--- src/design/dsi_pkg.sv ---
// package for the drive state indication block: status word layout,
// state codes, register offset and the warning hold time.
// assumes a 25 MHz system clock.
package dsi_pkg;
   // operating states as numbered on the drive
   localparam logic [3:0] ST_START    = 4'h1;
   localparam logic [3:0] ST_NOT_RDY  = 4'h2;
   localparam logic [3:0] ST_SW_DIS   = 4'h3;
   localparam logic [3:0] ST_RDY      = 4'h4;
   localparam logic [3:0] ST_SW_ON    = 4'h5;
   localparam logic [3:0] ST_OP_EN    = 4'h6;
   localparam logic [3:0] ST_QSTOP    = 4'h7;
   localparam logic [3:0] ST_FLT_REAC = 4'h8;
   localparam logic [3:0] ST_FAULT    = 4'h9;

   // status word field positions
   localparam int B_RDY    = 0;
   localparam int B_SW_ON  = 1;
   localparam int B_OP_EN  = 2;
   localparam int B_FAULT  = 3;
   localparam int B_VOLT   = 4;
   localparam int B_QSTOP  = 5;
   localparam int B_SW_DIS = 6;
   localparam int B_WARN0  = 7;
   localparam int B_HALT   = 8;
   localparam int B_REMOTE = 9;
   localparam int B_TARGET = 10;
   localparam int B_LIMIT  = 11;
   localparam int B_MODE   = 12;
   localparam int B_PERR   = 13;
   localparam int B_PEND   = 14;
   localparam int B_ZERO   = 15;

   localparam logic [15:0] STATUS_OFFSET = 16'h1b04;
   localparam logic [15:0] STATUS_RESET  = 16'h0000;

   // minimum hold of the class-0 warning bit
   localparam int CLK_HZ       = 25_000_000;
   localparam int WARN_HOLD_MS = 100;
   localparam int WARN_HOLD_CYC = (CLK_HZ / 1000) * WARN_HOLD_MS;
endpackage

--- src/design/dsi_top.sv ---
// drive state indication: encodes the operating state into two signal
// outputs and the read-only status word.
// assumes the state machine, warning list and motion logic sit outside
// and present their conditions as synchronous levels and pulses.
`timescale 1ns/1ps

// How it works
// - no-fault output high only in states 4, 5 and 6
// - active output high only in state 6
// - sixteen bit read-only status word, upper byte holds process flags
// - states 2, 3, 9 give bits 6,3,2,1,0 as 00000, 10000, 01000
// - states 4 to 8 give their fixed state bit patterns
// - bit 4 follows DC bus voltage correctness
// - transition 3 to 4 refused while DC bus voltage is low
// - bit 7 set on class-0 warning; movement not interrupted
// - bit 7 stays set while class-0 warning remains listed
// - bit 7 held at least 100 ms once set
// - fault reset clears bit 7 at once, overriding the hold
// - bit 14 clears on mode start, sets at standstill unless chained
// - bit 15 tracks valid zero point, survives power stage disable
module dsi_top #(
   parameter int WARN_HOLD_CYC = dsi_pkg::WARN_HOLD_CYC
) (
   input  wire logic        SYS_CLK_I,
   input  wire logic        RST_N_I,
   input  wire logic [3:0]  OP_STATE_I,
   input  wire logic        DC_BUS_OK_I,
   input  wire logic        REQ_3TO4_I,
   input  wire logic        WARN_CLASS0_I,
   input  wire logic        FAULT_RESET_I,
   input  wire logic        HALT_I,
   input  wire logic        REMOTE_I,
   input  wire logic        TARGET_I,
   input  wire logic        LIMIT_I,
   input  wire logic        MODE_BIT_I,
   input  wire logic        PROC_ERR_I,
   input  wire logic        MODE_START_I,
   input  wire logic        PROC_DONE_I,
   input  wire logic        STANDSTILL_I,
   input  wire logic        NEXT_MODE_I,
   input  wire logic        ZERO_VALID_I,
   input  wire logic        ZERO_LOST_I,
   input  wire logic [15:0] RD_ADDR_I,
   output logic [15:0]      RD_DATA_O,
   output logic [15:0]      STATUS_O,
   output logic             ALLOW_3TO4_O,
   output logic             NO_FAULT_O,
   output logic             ACTIVE_O
);
   localparam int CW = $clog2(WARN_HOLD_CYC + 1);

   // elaboration check: a zero hold could never be counted down
   if (WARN_HOLD_CYC < 1) begin : g_hold_chk
      $error("WARN_HOLD_CYC must be at least 1");
   end

   // state flag pattern as bits 6,5,3,2,1,0 packed into status layout
   function automatic logic [6:0] dsi_state_bits(input logic [3:0] st);
      logic [6:0] b;
      b = 7'h00;
      case (st)
         dsi_pkg::ST_SW_DIS:   b = 7'h40;
         dsi_pkg::ST_RDY:      b = 7'h21;
         dsi_pkg::ST_SW_ON:    b = 7'h23;
         dsi_pkg::ST_OP_EN:    b = 7'h27;
         dsi_pkg::ST_QSTOP:    b = 7'h07;
         dsi_pkg::ST_FLT_REAC: b = 7'h0f;
         dsi_pkg::ST_FAULT:    b = 7'h08;
         default:              b = 7'h00; // start and not ready
      endcase
      return b;
   endfunction

   logic          no_fault_q;
   logic          active_q;
   logic          allow_q;
   logic          warn_q;
   logic [CW-1:0] hold_q;
   logic          pend_q;
   logic          pend_wait_q;
   logic          zero_q;
   logic [15:0]   status_q;
   logic [15:0]   rd_q;
   logic [15:0]   status_d;

   // signal outputs decoded straight from the state number
   always_ff @(posedge SYS_CLK_I or negedge RST_N_I) begin
      if (!RST_N_I) begin
         no_fault_q <= 1'b0;
         active_q   <= 1'b0;
      end else begin
         no_fault_q <= (OP_STATE_I == dsi_pkg::ST_RDY) ||
                       (OP_STATE_I == dsi_pkg::ST_SW_ON) ||
                       (OP_STATE_I == dsi_pkg::ST_OP_EN);
         active_q   <= (OP_STATE_I == dsi_pkg::ST_OP_EN);
      end
   end

   // permission for the state machine to leave switch on disabled
   always_ff @(posedge SYS_CLK_I or negedge RST_N_I) begin
      if (!RST_N_I) begin
         allow_q <= 1'b0;
      end else begin
         allow_q <= REQ_3TO4_I && DC_BUS_OK_I &&
                    (OP_STATE_I == dsi_pkg::ST_SW_DIS);
      end
   end

   // class-0 warning with minimum hold; fault reset wins over warning
   // so a stale hold never masks a fresh reset. warning does not
   // feed any motion path here.
   always_ff @(posedge SYS_CLK_I or negedge RST_N_I) begin
      if (!RST_N_I) begin
         warn_q <= 1'b0;
         hold_q <= '0;
      end else if (FAULT_RESET_I) begin
         warn_q <= 1'b0;
         hold_q <= '0;
      end else if (WARN_CLASS0_I) begin
         warn_q <= 1'b1;
         if (!warn_q) begin
            hold_q <= CW'(WARN_HOLD_CYC - 1);
         end else if (hold_q != '0) begin
            hold_q <= hold_q - CW'(1);
         end
      end else if (hold_q != '0) begin
         hold_q <= hold_q - CW'(1);
      end else begin
         warn_q <= 1'b0;
      end
   end

   // process end: start clears, standstill after done sets again
   always_ff @(posedge SYS_CLK_I or negedge RST_N_I) begin
      if (!RST_N_I) begin
         pend_q      <= 1'b1;
         pend_wait_q <= 1'b0;
      end else if (MODE_START_I) begin
         pend_q      <= 1'b0;
         pend_wait_q <= 1'b0;
      end else if (PROC_DONE_I && !NEXT_MODE_I) begin
         pend_wait_q <= 1'b1;
         if (STANDSTILL_I) begin
            pend_q      <= 1'b1;
            pend_wait_q <= 1'b0;
         end
      end else if (pend_wait_q && STANDSTILL_I) begin
         pend_q      <= 1'b1;
         pend_wait_q <= 1'b0;
      end
   end

   // zero point latch; only loss of reference clears it, not disable
   always_ff @(posedge SYS_CLK_I or negedge RST_N_I) begin
      if (!RST_N_I) begin
         zero_q <= 1'b0;
      end else if (ZERO_VALID_I) begin
         zero_q <= 1'b1;
      end else if (ZERO_LOST_I) begin
         zero_q <= 1'b0;
      end
   end

   // status word assembly
   always_comb begin
      status_d = {9'h000, dsi_state_bits(OP_STATE_I)};
      status_d[dsi_pkg::B_VOLT]   = DC_BUS_OK_I;
      status_d[dsi_pkg::B_WARN0]  = warn_q;
      status_d[dsi_pkg::B_HALT]   = HALT_I;
      status_d[dsi_pkg::B_REMOTE] = REMOTE_I;
      status_d[dsi_pkg::B_TARGET] = TARGET_I;
      status_d[dsi_pkg::B_LIMIT]  = LIMIT_I;
      status_d[dsi_pkg::B_MODE]   = MODE_BIT_I;
      status_d[dsi_pkg::B_PERR]   = PROC_ERR_I;
      status_d[dsi_pkg::B_PEND]   = pend_q;
      status_d[dsi_pkg::B_ZERO]   = zero_q;
   end

   // registered status and read port; unmapped address reads zero
   always_ff @(posedge SYS_CLK_I or negedge RST_N_I) begin
      if (!RST_N_I) begin
         status_q <= dsi_pkg::STATUS_RESET;
         rd_q     <= 16'h0000;
      end else begin
         status_q <= status_d;
         rd_q     <= (RD_ADDR_I == dsi_pkg::STATUS_OFFSET) ?
                     status_d : 16'h0000;
      end
   end

   assign RD_DATA_O    = rd_q;
   assign STATUS_O     = status_q;
   assign ALLOW_3TO4_O = allow_q;
   assign NO_FAULT_O   = no_fault_q;
   assign ACTIVE_O     = active_q;

   // checker helper: cycles bit 7 has stood since it last rose, saturating
   // at the hold so the counter never wraps on long warnings
   logic [CW-1:0] warn_age_q;

   always_ff @(posedge SYS_CLK_I or negedge RST_N_I) begin
      if (!RST_N_I) begin
         warn_age_q <= '0;
      end else if (!warn_q) begin
         warn_age_q <= '0;
      end else if (warn_age_q != CW'(WARN_HOLD_CYC)) begin
         warn_age_q <= warn_age_q + CW'(1);
      end
   end
endmodule

--- config.mk ---
export PLATFORM = sky130hd
export DESIGN_NAME = dsi_top
export DESIGN_NICKNAME = d
export VERILOG_FILES = /design/src/design/dsi_pkg.sv /design/src/design/dsi_top.sv
export SDC_FILE = /design/constraint.sdc
export NUM_CORES = 1
export LEC_CHECK = 0
export BUFFER_PORTS_ARGS = -buffer_cell sky130_fd_sc_hd__buf_2
export CORE_MARGIN = 3
export CORE_UTILIZATION = 51
export DETAILED_ROUTE_END_ITERATION = 7
export HOLD_SLACK_MARGIN = 0.02
export PLACE_DENSITY = 0.77
export SKIP_CTS_REPAIR_TIMING = 1
export SYNTH_ARGS = -nofsm -noshare
export SYNTH_HDL_FRONTEND = slang
export SYNTH_SLANG_ARGS = --single-unit
--- constraint.sdc ---
create_clock -name SYS_CLK_I -period 3.8 [get_ports SYS_CLK_I]
set_input_delay 0.57 -clock SYS_CLK_I [delete_from_list [all_inputs] [get_ports SYS_CLK_I]]
set_output_delay 0.57 -clock SYS_CLK_I [all_outputs]
set_load 0.02 [all_outputs]
# Word-level counts from Yosys, hierarchy flattened
# Index checks and enable logic that the tools add are counted.
[op_classes]
n_addsub = 1
eq_ne = 10
n_mux = 19
n_reduce_logical = 11
[op_table]
columns = ["op", "count"]
rows = [
  ["22-bit two-way mux", 4],
  ["7-bit one-hot mux with 7 select lines", 1],
  ["22-bit nonzero test", 1],
  ["22-bit by 1-bit subtractor with 22-bit output, second input constant", 1],
  ["16-bit by 13-bit == test with 1-bit output, second input constant", 1],
  ["4-bit by 3-bit == test with 1-bit output, second input constant", 4],
  ["16-bit two-way mux", 1],
  ["1-bit two-way mux", 13],
  ["4-bit == test, second input constant", 2],
  ["3-bit != test, second input constant", 2],
  ["4-bit by 2-bit == test with 1-bit output, second input constant", 1],
  ["1-bit logical AND", 4],
  ["3-bit nonzero test", 1],
  ["1-bit logical OR", 2],
  ["2-bit AND reduction", 1],
  ["2-bit nonzero test", 1],
  ["1-bit zero test", 1],
]
[totals]
register_bits = 61
output_inout_bits = 35
wordCells = 51

# Longest topological paths before layout
# Gate-level depths: netlist (run 1).
[depth]
depth_word = 5
depth_mapped = 9
ltp_nobuf = 7

# Least setup slack after synthesis (run 1)
# Ideal clock, no wire load.
[synth_timing]
path_type = "flip-flop to flip-flop"
from = "reg hold_q[0]"
to = "reg hold_q[20]"
arrival_time_ns = 2.622
required_ns = 3.726
setup_slack_ns = 1.103
path_stages_with_launch = 9
n_path_buf = 1
cell_sequence = "dfrtp_1 > inv_1 > ha_1 > or4b_4 > buf_6 > or3_4 > or4b_4 > or3b_1 > a21oi_2"
[synth_between]
elab_chain_len = 5
[synth_lines]
columns = ["element", "line_no", "source"]
rows = [
  ["start: declaration", "dsi_top.sv:78", "logic [CW-1:0] hold_q;"],
  ["start signal: assignment", "dsi_top.sv:122", "hold_q <= CW'(WARN_HOLD_CYC - 1);"],
  ["start signal: assignment", "dsi_top.sv:124", "hold_q <= hold_q - CW'(1);"],
  ["start signal: assignment", "dsi_top.sv:127", "hold_q <= hold_q - CW'(1);"],
  ["22-bit by 1-bit subtractor with 22-bit output / 22-bit nonzero test (equally long branches)", "n/a", ""],
  ["22-bit two-way mux *", "dsi_top.sv:123, dsi_top.sv:126", ""],
  ["22-bit two-way mux", "dsi_top.sv:121", "if (!warn_q) begin"],
  ["22-bit two-way mux *", "dsi_top.sv:119", "end else if (WARN_CLASS0_I) begin"],
  ["22-bit two-way mux *", "dsi_top.sv:116", "end else if (FAULT_RESET_I) begin"],
]
# Every way passes the cells marked *; elsewhere a longest branch is shown, timed or not.
# A chain may end at the register's enable or synchronous reset.

# Worst setup path after layout (run 1)
# Ends and elaborated chain as after synthesis.

==> metrics, run 1 <==
CP Capture Type register; Core Footprint around 0.0045 mm^2; Yosys cell types 40; R2R Path Start hold_q[0]$_DFF_PN0_; clk_lat worst skew about 330 ps; Slew Viols, Final 0; total power approximately 1400 uW; fmax approximately 360 MHz; CTS root buffer clkbuf_8; routed vias/inst 5.30; syn_nets 258; H-tree depth 3; grt ovf 0; Hold Startpoint MODE_BIT_I; Initial Utilization 54.7%; WL/cell 14.0 um; synthesis-stage register bit count 61; fin crit share between 70% and 80%; input/output buffers 72; number of iterations in the first detailed-routing pass 4; overall die width 75.8 um; relative slew slack around two fifths; pwr/cell area around 450 mW/mm^2; Clk pwr share 36.2%; Critical Path Source Type register; commonest cells in the netlist 60 x dfrtp_1, 19 x a21oi_1, 17 x nor3_1; GRT Util Overall a little over 20%; DP Wirelength 3700 um; vias around 1.9k; utilization after layout 67.9%; critical path type register to register; critical path arrival 3010 ps; Pleak around 0.0015 uW; Placer Congestion roughly 0.85; vias in the first global route 1927; run status finished, final reports clean; IO Count 73; Final Instance Area 0.00308 mm^2; peak supply drop 0.000402 V; area of the multi-input gates 906 um^2; Initial DRC Count 101; Ys Warns 0; internal power ~1000 uW; Post-synth ARST share 100%; Post-Syn Area roughly 0.0025 mm^2; CTS tree yes; num rows 24; filler cell count 348; final setup fails 0; die height 75.8 um; Final Skew 8.89 ps; Finished Layout Cells 366; Net Sw Frac 27.6%; crit path max fanout 7; Die Area 0.00574 mm^2; first-pass GRT wire length 8610 um; CTS Buf Count 9; worst path required time 4050 ps; Tmin final 2760 ps; sequential area share after synthesis a little over 60%; Top FF cell, synth dfrtp_1; area share of the largest cell type after synthesis 60.5%; sequential share of power between 50% and 60%; FF-to-FF End hold_q[20]$_DFF_PN0_; top-count cell post-synth dfrtp_1; Hold Crit Class primary input to register; largest cells by area after synthesis dfrtp_1 60%, a21oi_1 3.8%, nor3_1 3.4%; Worst Reg-to-Reg Cells 7; Hold Vio Cnt, Final 0; P_sw 385 uW; DRC Markers 0; RSZ-0062 raised after global routing no; hold endpoint STATUS_O[12]$_DFF_PN0_; Least-Margin Pin Slew about 920 ps; diodes inserted 0; combinational share of power 13.1%; Clk pin slew, worst setup/hold paths roughly 70 ps; Post-DRT Antenna Nets 0; worst hold path depth 1; dpl cell area between 0.002 and 0.003 mm^2; Mapped Avg Cell Area about 11 um^2; register area 0.00153 mm^2; R2R Setup Slk between 1000 and 1500 ps; initial antenna violation count 0; MaxCap Viol Count 0; Clock Sinks 61; Routed Wire Length ~5000 um; Bufs on Longest Clock Path 2; Area Overhead vs Synth 23.9%; layout cell share with drive strength beyond 1 a little under a third; final setup TNS 0 ps; Post-Syn Instances 219; dpl cells 350; fin nets 335; largest net degree at the start of global routing 46; largest area contributor in the netlist dfrtp_1; EDFF count, synth 0
[worst max-delay path by stage]
| stage | depth (start not counted) | slack, ps | from | end |
|---|---|---|---|---|
| 2_1_floorplan | 8 | 1100 | hold_q[0]$_DFF_PN0_ | hold_q[20]$_DFF_PN0_ |
| 4_1_cts | 7 | 1040 | hold_q[0]$_DFF_PN0_ | hold_q[20]$_DFF_PN0_ |
| 6_report | 7 | 1040 | hold_q[0]$_DFF_PN0_ | hold_q[20]$_DFF_PN0_ |
| 5_1_grt | 7 | 920 | hold_q[0]$_DFF_PN0_ | hold_q[20]$_DFF_PN0_ |
| 3_3_place_gp | 7 | 1110 | hold_q[0]$_DFF_PN0_ | hold_q[20]$_DFF_PN0_ |
| 3_5_place_dp | 7 | 1060 | hold_q[0]$_DFF_PN0_ | hold_q[20]$_DFF_PN0_ |
[metrics by stage]
step	hold slack [ps]	worst slack [ps]
CTS	336	1040
detailed placement	391	1060
global route	333	917
finish	347	1040
global placement	384	1110
floorplan	274	1100
[critical path: stages (launching register included)]
cell and delay (ps):
dfrtp_1 410, inv_1 70, ha_1 200, or4b_4 530
or3_4 430, or4b_4 520, or3b_1 400, a21oi_2 130
[per-layer routing]
metal  GRT usage (%)  part of all wire, %  wire length [um]  vias up
met1            24.0                   41              2120      911
met3            10.4                  9.9               508        8
met4            6.41                 0.82                42        0
li1                -                    -                 -      947
met5               0                    0                 0        -
met2            31.9                   48              2440       72
[placed cells by master (no fill, tap or decap), types with 4 or more instances in the layout]
master    Yosys  layout
a21oi_1      19      19
and2_1       13      13
buf_2         0      72
clkbuf_8      0      10
dfrtp_1      60      60
inv_1         4       4
nand2_1      10      10
nand2b_1      5       5
nand3_1       7       7
nor2_1       11      11
nor3_1       17      17
o21ai_0       7       7
o31ai_1       6       6
or3_1         6       6
or4_1         4       4
xnor2_1       7       7
[cells by family (layout without fill, tap and decap cells)]
family          after synthesis  count (layout)  synth area share [%]
fa+ha+maj                     1               1                 0.504
flops                        61              61                  61.5
buf+inv                      11              93                  1.97
simple gates                 94              94                  22.5
compound gates               45              45                  11.0
xor+xnor                      7               7                  2.47
[sequential cells by signal, indices dropped and copies added, names as in the netlist]
signal        flops
STATUS_O         16
hold_q           22
ALLOW_3TO4_O      1
zero_q            1
NO_FAULT_O        1
pend_q            1
pend_wait_q       1
RD_DATA_O        16
ACTIVE_O          1
warn_q            1
[final cells by class]
| cell class | instances | area share, % |
|---|---|---|
| inverter | 4 | 0.488 |
| sequential | 61 | 49.7 |
| clock inverter | 5 | 1.22 |
| multi-input combinational | 147 | 29.4 |
| clock buffer | 11 | 4.60 |
| tap | 65 | 2.64 |
| timing repair buffer | 73 | 12.0 |
[power groups by stage]
stage	sequential, uW	clock [uW]	combinational, uW
2_1_floorplan	726	0	106
3_3_place_gp	717	0	178
3_5_place_dp	719	0	182
4_1_cts	707	516	184
5_1_grt	711	550	207
6_report	707	505	182
Note: power is estimated with default switching activity, not from simulation.
==> run 2: changes to the inputs <==
- clock period: 3.8 -> 2.9 ns (I/O delays scaled with it)
==> run 2 against run 1 <==
Compared with the run above: non-clock buffer count up 2; die area stayed put; sequential cell count unchanged; sequential share of layout area is 0.34 points lower; via count rose by 1.7%; cell count up 0.55%; largest cell class unchanged.
==> metrics, run 2 (synthesized netlist as in run 1, its figures left out) <==
worst hold slack 102 ps; CP Capture Type register; RSZ-0062 raised after global routing no; crit path max fanout 7; commonest non-fill, non-tap cell in the layout buf_2; Clock Sinks 61; Initial Utilization 54.7%; Bufs on Longest Clock Path 2; Final Instance Area 0.00310 mm^2; Tmin final 2740 ps; Core Footprint 0.00453 mm^2; peak supply drop 0.000501 V; Critical Path Source Type register; DRC Markers 0; final setup TNS 0 ps; H-tree depth 3; register area 0.00153 mm^2; final setup fails 0; MaxCap Viol Count 0; Die Area 0.00574 mm^2; first-pass GRT wire length 8530 um; pwr/cell area approximately 600 mW/mm^2; largest register by flop count hold_q; Routed Wire Length roughly 5200 um; commonest non-fill, non-tap cells in the layout 72 x buf_2, 60 x dfrtp_1, 19 x a21oi_1; Final Skew about 8.3 ps; Placer Congestion approximately 0.89; critical path type register to register; CTS Buf Count 9; max reg flops 22; CTS tree yes; routed vias/inst 5.35; run status finished, final reports clean; clk_lat worst skew 340 ps; fin crit share 94.4%; total power roughly 1900 uW; DP Wirelength 3840 um; vias in the first global route 1865; die height 75.8 um; Hold Vio Cnt, Final 0; WL/cell 14.3 um; critical path arrival approximately 3000 ps; number of iterations in the first detailed-routing pass 4; worst path required time 3170 ps; filler cell count 305; IO Count 73; Slew Viols, Final 0; Least-Margin Pin Slew 582 ps; initial antenna violation count 0; diodes inserted 0; Area Overhead vs Synth 24.8%; Post-DRT Antenna Nets 0; vias 1970; grt ovf 0; input/output buffers 72; dpl cell area just under 0.003 mm^2; overall die width between 70 and 80 um; CTS root buffer clkbuf_8; relative slew slack between 60 and 70%; Pleak 0.00154 uW; fin nets around 340; layout cell share with drive strength beyond 1 32.7%; Hold Crit Class primary input to asynchronous set/reset pin; num rows 24; GRT Util Overall 20.4%; Initial DRC Count 144; area of the multi-input gates ~910 um^2; fmax 365 MHz; utilization after layout between 60% and 70%; Clk pin slew, worst setup/hold paths 70 ps; largest net degree at the start of global routing 29
[run 2: power by group]
part           total (uW)  internal, uW  switching, uW  leakage, uW
clock                 685           338            347    0.0000928
sequential            925           892           33.4     0.000800
combinational         245          99.9            145     0.000642
total                1860          1330            525      0.00154
[run 2: worst max-delay path: stages (launching register included)]
cell and delay (ps):
dfrtp_1 400, inv_1 60, ha_1 200, or4b_4 530, or3_4 420, or4b_4 520, or3b_1 390, a21oi_2 130
[run 2: stage by stage]
step	setup slack [ps]	std cells
2_1_floorplan	203	219
3_3_place_gp	214	352
4_1_cts	159	368
3_5_place_dp	174	352
6_report	163	368
5_1_grt	57.6	368
[run 2: routing by layer]
layer / vias to the layer above / global-route usage (%) / wire, um
li1: 947 / - / -
met1: 927 / 24.9 / 2250
met2: 84 / 30.9 / 2380
met3: 12 / 10.2 / 519
met4: 0 / 8.54 / 94
met5: - / 0 / 0
[run 2: path summary, 6_finish.rpt]
check	start	endpoint	slack, ps	cells past startpoint
hold / removal	RST_N_I	hold_q[20]$_DFF_PN0_	100	1
setup / recovery	hold_q[0]$_DFF_PN0_	hold_q[20]$_DFF_PN0_	160	7
min in group SYS_CLK_I	TARGET_I	STATUS_O[10]$_DFF_PN0_	200	1
max in group asynchronous	RST_N_I	warn_q$_DFFE_PN0P_	2000	2
hold reg to reg	zero_q$_DFFE_PN0P_	STATUS_O[15]$_DFF_PN0_	400	0
setup reg to reg	hold_q[0]$_DFF_PN0_	hold_q[20]$_DFF_PN0_	160	7
[run 2: layout make-up]
| cell class | instances | area share [%] |
|---|---|---|
| repair buffers | 75 | 12.4 |
| multi-input cells | 147 | 29.2 |
| well taps | 65 | 2.63 |
| inverters | 4 | 0.485 |
| clock buffers | 10 | 4.44 |
| clock inverters | 6 | 1.53 |
| flip-flops and latches | 61 | 49.3 |
